File: src/hw/port_pin_defines.vh
// Register offsets, reset values and mode codes for the port pin block.
// Assumes the includer supplies the special-function register bus.
`ifndef PORT_PIN_DEFINES_VH
`define PORT_PIN_DEFINES_VH
`define ADDR_P0_MODE_LO   8'hAC
`define ADDR_P0_MODE_HI   8'hAD
`define ADDR_P1_MODE_LO   8'hAE
`define ADDR_P1_MODE_HI   8'hAF
`define ADDR_P3_LATCH     8'hB0
`define ADDR_P3_MODE_HI   8'hB4
`define RST_MODE          8'h00
`define RST_P3_LATCH      8'hFF
`define MODE_DEFAULT      2'h0
`define MODE_PUSH_PULL    2'h1
`define MODE_OPEN_DRAIN   2'h2
`define MODE_INPUT        2'h3
`define BIT_RD_STROBE     7
`define BIT_WR_STROBE     6
`define BIT_T1_IN         5
`define BIT_T0_IN         4
`define BIT_IRQ1_IN       3
`define BIT_IRQ0_IN       2
`define BIT_TX0           1
`define BIT_RX0           0
`endif

File: src/hw/pin_cell.v
// One port pin driver: turns a two-bit mode and an output value into drive signals.
// Assumes the pad resolves pull-up, output and enable externally.
`timescale 1ns/10ps
`default_nettype none
`include "port_pin_defines.vh"
module pin_cell (
  input  wire [1:0] mode_in,       // Two-bit pin mode
  input  wire       value_in,      // Value to present on the pin
  output wire       drive_out,     // Pad output level
  output wire       drive_en_out,  // Pad output enable, high while driving
  output wire       pullup_out     // Weak pull-up enable
);
  // Default mode drives only a low; a one is held by the weak pull-up.
  assign drive_out    = value_in;
  assign drive_en_out = (mode_in == `MODE_PUSH_PULL) ||
                        (((mode_in == `MODE_DEFAULT) || (mode_in == `MODE_OPEN_DRAIN)) && !value_in);
  assign pullup_out   = (mode_in == `MODE_DEFAULT);
endmodule // pin_cell
`default_nettype wire

File: src/hw/port_pin_mode.v
// Port 0, 1 and 3 pin mode control, port 3 latch and alternate functions.
// Assumes a single-cycle SFR bus on clk_in; pad inputs are asynchronous.
//
// Notes on behaviour
// - Port 0 pins: 00 pull-up default, 01 push-pull, 10 open-drain, 11 input.
// - Port 0 low register holds pins 0-3, high holds 4-7, highest pin on top.
// - Port 1 pins use the same mode code; pins 0-3 in the low register.
// - Port 1 high register holds pins 4-7, pin 7 in its top bits.
// - All four port 0 and port 1 mode registers reset to 00.
// - External memory selection on port 0 overrides port 0 pin modes.
// - Port 3 latch resets to FF; each bit drives its general pin.
// - Port 3 bit 7 is active-low read strobe, bit 6 active-low write strobe.
// - External memory enables both strobes regardless of latch, ignoring port 3 high modes.
// - Falling edges on port 3 bit 5 and bit 4 pulse timer 1 and 0.
// - Falling edge or low on bits 3 and 2 requests enabled external interrupts.
// - Serial 0 transmit pin sends data in modes 1-3, shift clock in mode 0.
// - Serial 0 receive pin takes data in modes 1-3, bidirectional in mode 0.
// - Port 3 high mode register uses same code; pins 6-7 overridden by external memory.
`timescale 1ns/10ps
`default_nettype none
`include "port_pin_defines.vh"
module port_pin_mode (
  input  wire        clk_in,               // Core clock, 100 MHz
  input  wire        rst_in,               // Asynchronous reset, active high
  input  wire [7:0]  sfr_addr_in,          // SFR address
  input  wire [7:0]  sfr_wdata_in,         // SFR write data
  input  wire        sfr_wr_in,            // SFR write strobe
  input  wire        sfr_rd_in,            // SFR read strobe
  output reg  [7:0]  sfr_rdata_out,        // SFR read data, registered
  output reg         sfr_hit_out,          // Read address belongs to this block
  input  wire        external_access_pin,  // External-access pin level, high selects external bus
  input  wire        hardware_config_reg_one_port0_ext_in,    // Config bit: port 0 on external memory bus
  input  wire        hardware_config_reg_one_port2_ext_in,    // Config bit: port 2 on external memory bus
  input  wire [7:0]  port0_data_in,        // Port 0 output latch from the core
  input  wire [7:0]  port0_bus_in,         // Port 0 value during external bus cycles
  input  wire [7:0]  port0_bus_en_in,      // Port 0 bus drive enable
  input  wire [7:0]  port1_data_in,        // Port 1 output latch from the core
  input  wire [7:0]  port0_pad_in,         // Port 0 pad levels
  input  wire [7:0]  port1_pad_in,         // Port 1 pad levels
  input  wire [7:0]  port3_pad_in,         // Port 3 pad levels
  output wire [7:0]  port0_out,            // Port 0 pad output
  output wire [7:0]  port0_oe_out,         // Port 0 pad output enable
  output wire [7:0]  port0_pu_out,         // Port 0 weak pull-up enable
  output wire [7:0]  port1_out,            // Port 1 pad output
  output wire [7:0]  port1_oe_out,         // Port 1 pad output enable
  output wire [7:0]  port1_pu_out,         // Port 1 weak pull-up enable
  output wire [7:0]  port3_out,            // Port 3 pad output
  output wire [7:0]  port3_oe_out,         // Port 3 pad output enable
  output wire [7:0]  port3_pu_out,         // Port 3 weak pull-up enable
  output reg  [7:0]  port0_pin_out,        // Synchronised port 0 pin levels
  output reg  [7:0]  port1_pin_out,        // Synchronised port 1 pin levels
  input  wire        ext_rd_strobe_n_in,   // External read strobe, active low
  input  wire        ext_wr_strobe_n_in,   // External write strobe, active low
  input  wire [1:0]  serial0_mode_in,      // Serial port 0 mode
  input  wire        serial0_tx_data_in,   // Serial 0 transmit data or shift clock
  input  wire        serial0_rx_drive_in,  // Mode 0 value driven on the receive pin
  input  wire        serial0_rx_oe_in,     // Mode 0 receive pin drive request
  input  wire        ext_irq_zero_en_in,   // External interrupt 0 enabled
  input  wire        ext_irq_one_en_in,    // External interrupt 1 enabled
  input  wire        ext_irq_zero_edge_in, // External interrupt 0 edge triggered
  input  wire        ext_irq_one_edge_in,  // External interrupt 1 edge triggered
  output reg         timer_zero_count_out, // One-cycle count pulse for timer 0
  output reg         timer_one_count_out,  // One-cycle count pulse for timer 1
  output reg         ext_irq_zero_out,     // External interrupt 0 request
  output reg         ext_irq_one_out,      // External interrupt 1 request
  output reg         serial0_rx_data_out   // Synchronised serial 0 receive data
);
  reg [7:0] port0_mode_low_q;
  reg [7:0] port0_mode_high_q;
  reg [7:0] port1_mode_low_q;
  reg [7:0] port1_mode_high_q;
  reg [7:0] port_three_mode_high_q;
  reg [7:0] port_three_latch_q;
  reg [7:0] p0_meta_q;
  reg [7:0] p1_meta_q;
  reg [7:0] p3_meta_q;
  reg [7:0] p3_sync_q;
  reg [7:0] p3_prev_q;
  reg       ext_pin_meta_q;
  reg       ext_pin_sync_q;
  wire      p0_ext;
  wire      mem_ext;
  wire [15:0] p0_modes;
  wire [15:0] p1_modes;
  wire [15:0] p3_modes;
  wire [7:0]  p3_value;
  wire [7:0]  p0_oe_cell;
  wire [7:0]  p0_drv_cell;
  wire [7:0]  p0_pu_cell;
  wire [7:0]  p3_oe_cell;
  wire [7:0]  rx_fall;

  function is_addr;
    input [7:0] addr;
    input [7:0] target;
    begin
      is_addr = (addr == target);
    end
  endfunction

  ////////////////////////////////////////////////////////////////////////////
  // Register writes.
  always @(posedge clk_in or posedge rst_in) begin
    if (rst_in) begin
      port0_mode_low_q       <= `RST_MODE;
      port0_mode_high_q      <= `RST_MODE;
      port1_mode_low_q       <= `RST_MODE;
      port1_mode_high_q      <= `RST_MODE;
      port_three_mode_high_q <= `RST_MODE;
      port_three_latch_q     <= `RST_P3_LATCH;
    end else if (sfr_wr_in) begin
      if (is_addr(sfr_addr_in, `ADDR_P0_MODE_LO)) begin
        port0_mode_low_q <= sfr_wdata_in;
      end else if (is_addr(sfr_addr_in, `ADDR_P0_MODE_HI)) begin
        port0_mode_high_q <= sfr_wdata_in;
      end else if (is_addr(sfr_addr_in, `ADDR_P1_MODE_LO)) begin
        port1_mode_low_q <= sfr_wdata_in;
      end else if (is_addr(sfr_addr_in, `ADDR_P1_MODE_HI)) begin
        port1_mode_high_q <= sfr_wdata_in;
      end else if (is_addr(sfr_addr_in, `ADDR_P3_MODE_HI)) begin
        port_three_mode_high_q <= sfr_wdata_in;
      end else if (is_addr(sfr_addr_in, `ADDR_P3_LATCH)) begin
        port_three_latch_q <= sfr_wdata_in;
      end
    end
  end

  ////////////////////////////////////////////////////////////////////////////
  // Pad input synchronisers; the first stage feeds only the second.
  always @(posedge clk_in or posedge rst_in) begin
    if (rst_in) begin
      p0_meta_q      <= 8'hFF;
      p1_meta_q      <= 8'hFF;
      p3_meta_q      <= 8'hFF;
      port0_pin_out  <= 8'hFF;
      port1_pin_out  <= 8'hFF;
      p3_sync_q      <= 8'hFF;
      p3_prev_q      <= 8'hFF;
      ext_pin_meta_q <= 1'b0;
      ext_pin_sync_q <= 1'b0;
    end else begin
      p0_meta_q      <= port0_pad_in;
      p1_meta_q      <= port1_pad_in;
      p3_meta_q      <= port3_pad_in;
      port0_pin_out  <= p0_meta_q;
      port1_pin_out  <= p1_meta_q;
      p3_sync_q      <= p3_meta_q;
      p3_prev_q      <= p3_sync_q;
      ext_pin_meta_q <= external_access_pin;
      ext_pin_sync_q <= ext_pin_meta_q;
    end
  end

  ////////////////////////////////////////////////////////////////////////////
  // Bus selection and per-pin modes.
  assign p0_ext   = ext_pin_sync_q | hardware_config_reg_one_port0_ext_in;
  assign mem_ext  = p0_ext | hardware_config_reg_one_port2_ext_in;
  assign p0_modes = {port0_mode_high_q, port0_mode_low_q};
  assign p1_modes = {port1_mode_high_q, port1_mode_low_q};
  // Pins 0-3 of port 3 stay in the default mode here; their low mode register lives elsewhere.
  assign p3_modes = {mem_ext ? 2'b01 : port_three_mode_high_q[7:6],
                     mem_ext ? 2'b01 : port_three_mode_high_q[5:4],
                     port_three_mode_high_q[3:0], 8'h00};

  // Each latch bit drives its pin; alternate outputs pass where the latch is one, and the strobes always pass under external memory.
  assign p3_value[7] = mem_ext ? ext_rd_strobe_n_in
                               : (port_three_latch_q[7] & ext_rd_strobe_n_in);
  assign p3_value[6] = mem_ext ? ext_wr_strobe_n_in
                               : (port_three_latch_q[6] & ext_wr_strobe_n_in);
  assign p3_value[5:2] = port_three_latch_q[5:2];
  assign p3_value[1] = port_three_latch_q[1] & serial0_tx_data_in;
  assign p3_value[0] = port_three_latch_q[0] &
                       ((serial0_mode_in == 2'h0) ? (serial0_rx_drive_in | ~serial0_rx_oe_in) : 1'b1);

  genvar gi;
  generate
    for (gi = 0; gi < 8; gi = gi + 1) begin : g_pin
      pin_cell u_p0 (
        .mode_in      (p0_modes[2*gi+1:2*gi]),
        .value_in     (port0_data_in[gi]),
        .drive_out    (p0_drv_cell[gi]),
        .drive_en_out (p0_oe_cell[gi]),
        .pullup_out   (p0_pu_cell[gi])
      );
      pin_cell u_p1 (
        .mode_in      (p1_modes[2*gi+1:2*gi]),
        .value_in     (port1_data_in[gi]),
        .drive_out    (port1_out[gi]),
        .drive_en_out (port1_oe_out[gi]),
        .pullup_out   (port1_pu_out[gi])
      );
      pin_cell u_p3 (
        .mode_in      (p3_modes[2*gi+1:2*gi]),
        .value_in     (p3_value[gi]),
        .drive_out    (port3_out[gi]),
        .drive_en_out (p3_oe_cell[gi]),
        .pullup_out   (port3_pu_out[gi])
      );
    end
  endgenerate

  // External bus owns port 0 outright while selected.
  assign port0_out    = p0_ext ? port0_bus_in    : p0_drv_cell;
  assign port0_oe_out = p0_ext ? port0_bus_en_in : p0_oe_cell;
  assign port0_pu_out = p0_ext ? 8'h00           : p0_pu_cell;
  assign port3_oe_out = p3_oe_cell;

  ////////////////////////////////////////////////////////////////////////////
  // Alternate inputs of port 3.
  assign rx_fall = p3_prev_q & ~p3_sync_q;

  always @(posedge clk_in or posedge rst_in) begin
    if (rst_in) begin
      timer_zero_count_out <= 1'b0;
      timer_one_count_out  <= 1'b0;
      ext_irq_zero_out     <= 1'b0;
      ext_irq_one_out      <= 1'b0;
      serial0_rx_data_out  <= 1'b1;
    end else begin
      timer_one_count_out  <= rx_fall[`BIT_T1_IN];
      timer_zero_count_out <= rx_fall[`BIT_T0_IN];
      ext_irq_one_out      <= ext_irq_one_en_in &
                              (ext_irq_one_edge_in ? rx_fall[`BIT_IRQ1_IN] : ~p3_sync_q[`BIT_IRQ1_IN]);
      ext_irq_zero_out     <= ext_irq_zero_en_in &
                              (ext_irq_zero_edge_in ? rx_fall[`BIT_IRQ0_IN] : ~p3_sync_q[`BIT_IRQ0_IN]);
      serial0_rx_data_out  <= p3_sync_q[`BIT_RX0];
    end
  end

  ////////////////////////////////////////////////////////////////////////////
  // Register reads; the latch address reads the synchronised port 3 pin levels, unmapped addresses read zero.
  always @(posedge clk_in or posedge rst_in) begin
    if (rst_in) begin
      sfr_rdata_out <= 8'h00;
      sfr_hit_out   <= 1'b0;
    end else begin
      sfr_hit_out <= 1'b0;
      if (!sfr_rd_in) begin
        sfr_rdata_out <= 8'h00;
      end else if (is_addr(sfr_addr_in, `ADDR_P0_MODE_LO)) begin
        sfr_rdata_out <= port0_mode_low_q;
        sfr_hit_out   <= 1'b1;
      end else if (is_addr(sfr_addr_in, `ADDR_P0_MODE_HI)) begin
        sfr_rdata_out <= port0_mode_high_q;
        sfr_hit_out   <= 1'b1;
      end else if (is_addr(sfr_addr_in, `ADDR_P1_MODE_LO)) begin
        sfr_rdata_out <= port1_mode_low_q;
        sfr_hit_out   <= 1'b1;
      end else if (is_addr(sfr_addr_in, `ADDR_P1_MODE_HI)) begin
        sfr_rdata_out <= port1_mode_high_q;
        sfr_hit_out   <= 1'b1;
      end else if (is_addr(sfr_addr_in, `ADDR_P3_MODE_HI)) begin
        sfr_rdata_out <= port_three_mode_high_q;
        sfr_hit_out   <= 1'b1;
      end else if (is_addr(sfr_addr_in, `ADDR_P3_LATCH)) begin
        sfr_rdata_out <= p3_sync_q;
        sfr_hit_out   <= 1'b1;
      end else begin
        sfr_rdata_out <= 8'h00;
      end
    end
  end
endmodule // port_pin_mode
`default_nettype wire

File: config.mk
export PLATFORM = sky130hd
export DESIGN_NAME = port_pin_mode
export DESIGN_NICKNAME = d
export VERILOG_FILES = /design/src/hw/pin_cell.v /design/src/hw/port_pin_mode.v
export VERILOG_INCLUDE_DIRS = /design/src /design/src/hw
export SDC_FILE = /design/constraint.sdc
export NUM_CORES = 1
export LEC_CHECK = 0
export BUFFER_PORTS_ARGS = -buffer_cell sky130_fd_sc_hd__buf_4
export CAP_MARGIN = 10
export CORE_MARGIN = 1.5
export CORE_UTILIZATION = 53
export CTS_BUF_LIST = sky130_fd_sc_hd__clkbuf_4 sky130_fd_sc_hd__clkbuf_8 sky130_fd_sc_hd__clkbuf_16
export DETAILED_ROUTE_END_ITERATION = 10
export PLACE_DENSITY = 0.85
export RECOVER_POWER = 25
export SETUP_SLACK_MARGIN = 0.4
export SYNTH_ARGS = -nofsm -noshare
export SYNTH_HDL_FRONTEND = slang
export SYNTH_HIERARCHICAL = 1
export SYNTH_SLANG_ARGS = --single-unit
export TNS_END_PERCENT = 20
File: constraint.sdc
create_clock -name clk_in -period 12.05 [get_ports clk_in]
set_input_delay 3.615 -clock clk_in [delete_from_list [all_inputs] [get_ports clk_in]]
set_output_delay 3.615 -clock clk_in [all_outputs]
set_load 0.03 [all_outputs]
# Word level (Yosys, flattened, before mapping)
# Cells that the tools add are included.
totals:
  ff_bits: 118
  in_bits: 90
  out_inout_bits: 102
  wordCells: 222
classes:
  eq_ne: 46
  muxes: 24
  bitwise_logic: 19
  reduce_logical: 111
op_table:
  columns: ["cell", "n"]
  rows:
  - ["$mux 8", 10]
  - ["$eq 8x8->1 const B", 6]
  - ["$logic_not 2->1", 21]
  - ["$eq 2x1->1 const B", 20]
  - ["$eq 2x2->1 const B", 20]
  - ["$logic_or 1x1->1", 40]
  - ["$logic_not 1->1", 24]
  - ["$logic_and 1x1->1", 20]
  - ["$mux 1", 12]
  - ["$not 1->1", 8]
  - ["$reduce_and 7->1", 1]
  - ["$and 1x1->1", 6]
  - ["$and 6x6->6", 1]
  - ["$not 6->6", 1]
  - ["$reduce_and 6->1", 1]
  - ["$reduce_and 5->1", 1]
  - ["$mux 2", 2]
  - ["$reduce_and 4->1", 1]
  - ["$or 1x1->1", 3]
  - ["$reduce_and 3->1", 1]
  - ["$reduce_and 2->1", 1]

# Logic depth before layout (Yosys ltp)
logic_depth:
  depth_word: 8
  ltp_mapped: 6
  ltp_nobuf: 4

# Modules after synthesis
# Netlist, hierarchy kept.
modules_own_cells:
  columns: ["module", "n_inst", "cells_per_inst", "area_each_um2", "seq_area_each_um2"]
  rows:
  - ["port_pin_mode", 1, 366, 4674.5, 2979.1]
  - ["pin_cell", 24, 3, 21.3, 0.0]

# Least setup slack after synthesis
# No wires, ideal clock.
synth_timing:
  kind: "input -> output"
  from: "in hardware_config_reg_one_port0_ext_in"
  to: "out port3_oe_out[6]"
  t_arrival_ps: 4974
  required_ps: 8435
  slack_ps: 3461
  path_stages: 4
  path_buffers: 1
  path_cell_list: "or2_2 clkbuf_1 or3_1 mux2i_1"
synth_via:
  elab_chain_len: 7
  word_cells_on_any_way: 11
  cone_classes: "2 x eq/ne; 2 x mux; 2 x bitwise; 5 x reduce/logical"
synth_rtl:
  columns: ["element", "line_no", "source"]
  rows:
  - ["start: declaration", "port_pin_mode.v:32", "input wire hardware_config_reg_one_port0_ext_in,"]
  - ["$or 1x1->1 (*)", "port_pin_mode.v:156", "assign p0_ext = ext_pin_sync_q | hardware_config_reg_one_port0_ext_in;"]
  - ["$or 1x1->1 (*)", "port_pin_mode.v:157", "assign mem_ext = p0_ext | hardware_config_reg_one_port2_ext_in;"]
  - ["$mux 2 (*)", "port_pin_mode.v:162", "mem_ext ? 2'b01 : port_three_mode_high_q[5:4],"]
  - ["net p3_modes[12]", "port_pin_mode.v:85", "wire [15:0] p3_modes;"]
  - ["$eq 2x2->1 (no line) or $logic_not 2->1 (tied branches)", null, null]
  - ["$logic_or 1x1->1", "pin_cell.v:16", "(((mode_in == `MODE_DEFAULT) || (mode_in == `MODE_OPEN_DRAIN)) && !value_in);"]
  - ["$logic_and 1x1->1", "pin_cell.v:16", null]
  - ["$logic_or 1x1->1 (*)", "pin_cell.v:15", "assign drive_en_out = (mode_in == `MODE_PUSH_PULL) ||"]
  - ["end: declaration", "port_pin_mode.v:48", "output wire [7:0] port3_oe_out,"]
# Mark *: on every way through the listed nets, which the timed path passes. The rest lies on a longest branch.

# Worst setup path in the final report
# Same ends and word-level chain as after synthesis.

==> impl_metrics.yaml <==
layout:
  multi_input_area_mm2: 0.00194
  drive_above_1_share_pct: 53.6
  seqCellArea_mm2: 0.00298
  finalNetCount: 709
  antenna_cells: 0
  n_fill_cell: 641
  area_delta_synth_final_pct: 37.0
setup_path:
  startpoint_type: "input pin"
  critPathMaxFanout: 21
  r2r_slack_ps: 10600
  cp_common_cell: "buf_4"
  path_class: "in2out"
  critical_path_arrival_ps: 4940
  critical_path.max_stage_delay_ps: 460
  crit_path_cell_trace: "buf_4 -> or2_2 -> or3_1 -> mux2i_1 -> buf_4"
  endpoint_kind: "output pin"
  critPathSlowestCell: "or2_2"
  worstPathRequired_ps: 8430
clocking:
  cts_htree_levels: 4
  cts_buffers: 17
  clk_latency_ps: 510
  postCtsSetupBuffers: 0
  cts_root_buf: "clkbuf_8"
  holdBufCountCts: 0
  cts_buffer_depth: 2
  cts_sinks: 116
  clkSlewWorstSetupHoldPaths_ps: 60
  ctsResizeCount: 0
  cts_tree: "yes"
placed_design:
  io_buffers: 187
  dp_hpwl_um: 9020
  place_congestion: 0.851
power_and_ir_drop:
  ir_worst_vdd_mv: 0.112
  p_leak_nw: 3.40
  powerDensity_mw_per_mm2: 144
floorplan:
  fp.dieH_um: 102
  dieArea_mm2: 0.0104
  placeableCoreArea_mm2: 0.00937
  floorplan.initialDensity_pct: 55.3
  ios: 192
  die_width_um: 102
  num_rows: 35
grt:
  grt_antenna_before_repair: 0
  grt_pass1_vias: 4013
  overflow: 0
  grt.total_usage_pct: 25.6
  grt_max_degree: 71
  grt_pass1_wl_um: 19900
drt:
  wl_um: 12800
  firstDrtPassIters: 5
  viasPerCell: 5.28
  drc: 0
  vias: 4015
  antenna_left: 0
  drt_iter0_markers: 308
  wire_per_inst_um: 16.8
logic_synthesis:
  syn_area_per_cell_um2: 11.8
  ys_types: 35
  synth_top_area_cell: "dfstp_2"
  yosys-top-cells-count: "dfstp_2, dfrtp_1, nand2_1, mux2_2, nor2_1"
  netlist_area_mm2: 0.00518
  yosysSeqAreaShare_pct: 57.5
  yosys_warnings: 6
  synth_top_cell_area_share_pct: 30.9
  async_reset_ff_share_pct: 100
  synth-seq-cells: 116
  synth_edf_count: 0
  ys.flop_type: "dfstp_2"
  synthCells: 438
  synth.most_common_cell: "dfstp_2"
  synthTopCellsByArea: "dfstp_2, dfrtp_1, mux2_2, mux2i_1, buf_4"
timing:
  relSlewSlack_pct: -24.2
  hold_ws_ps: 346
  fin_skew_ps: 5.38
  final_max_slew_viol_count: 48
  max_clock_freq_ghz: 0.117
  grt_setup_unrepaired: "false"
  setup_viol_count_final: 0
  worstMarginPinSlew_ps: 1850
  finalHoldViolCount: 0
  fin_crit_ps: 8550
  tns_ps: 0
  fin_crit_sh_pct: 71.0
outcome:
  status: "finished, violations left"
  violations: "max-capacitance violations, max-slew violations"
run:
  cap_violations: 1
worst_hold_path:
  min_path_type: "reg2reg"
## registers in the layout, indices dropped and copies added (netlist names)
register	cells
port1_mode_high_q	8
port_three_latch_q	8
sfr_hit_out	1
timer_zero_count_out	1
p1_meta_q	8
port0_pin_out	8
p0_meta_q	8
p3_sync_q	8
ext_irq_zero_out	1
ext_irq_one_out	1
p3_meta_q	8
port0_mode_high_q	8
port0_mode_low_q	8
ext_pin_sync_q	1
sfr_rdata_out	8
p3_prev_q	5
timer_one_count_out	1
port1_pin_out	8
port_three_mode_high_q	8
ext_pin_meta_q	1
port1_mode_low_q	8
## placed cells by master, fill, tap and decap left out, drive strengths merged
master,count
buf,163
dfstp,61
mux2,56
dfrtp,55
nand2,52
clkbuf,45
nor2,44
o21ai,24
mux2i,24
inv,21
conb,16
and2,11
nor4b,8
a32oi,8
clkinv,8
o32ai,6
nor2b,5
or3,4
nor3b,3
and3b,2
nand3b,2
nand3,2
o22ai,2
o31a,2
nor3,2
or4b,1
and4b,1
or2,1
o41a,1
a21oi,1
clkinvlp,1
## final timing paths
check	from	endpoint	depth (start not counted)
max in group asynchronous	rst_in	port0_mode_low_q[2]	3
min in group asynchronous	rst_in	ext_irq_one_out	2
min	ext_pin_meta_q	ext_pin_sync_q	0
max	hardware_config_reg_one_port0_ext_in	port3_oe_out[6]	5
min reg2reg	ext_pin_meta_q	ext_pin_sync_q	0
max reg2reg	port_three_mode_high_q[0]	sfr_rdata_out[0]	4
## area by class of cell
class,instances,area share (%)
flip-flops and latches,116,41.9
multi-input cells,278,27.3
repair buffers,189,20.0
clock buffers,19,6.22
well taps,129,2.27
clock inverters,13,1.41
inverters,17,0.916
## per-layer routing
| metal | global-route usage (%) | share of wire [%] | vias to the layer above |
|---|---|---|---|
| met5 | 0 | 0 | - |
| met4 | 8.32 | 1.6 | 0 |
| met3 | 9.03 | 7.5 | 26 |
| met2 | 43.6 | 52 | 200 |
| met1 | 30.6 | 39 | 1971 |
| li1 | - | - | 1818 |
## critical path: cells and delay by family
family | cells | cell delay [ps]
AND/OR/NAND/NOR | 2 | 860
buffers and inverters | 2 | 290
multiplexers | 1 | 170
## report_power, final
part | total [W] | internal (W) | switching, W
Sequential | 0.000428 | 0.000416 | 0.0000125
Combinational | 0.000145 | 0.0000610 | 0.0000842
Clock | 0.000448 | 0.000266 | 0.000182
Total | 0.00102 | 0.000742 | 0.000278
## cell families after synthesis
logic type	synth area share [%]
mux	17.4
buf+inv	6.27
compound gates	5.57
other cells	0.0723
flops	57.5
simple gates	13.2
## stage by stage
stage | setup slack, ps | instance area (um2) | total power, W | std cells | utilization [%]
finish | 3500 | 7100 | 0.00102 | 761 | 75.8
floorplan | 3460 | 5240 | 0.000521 | 453 | -
detailed placement | 3350 | 6560 | 0.000579 | 728 | 69.9
global route | 3440 | 7100 | 0.00106 | 761 | 75.8
CTS | 3340 | 7100 | 0.00103 | 760 | 75.7
global placement | 3440 | 6560 | 0.000574 | 728 | 69.9
(Power assumes the default switching activity.)
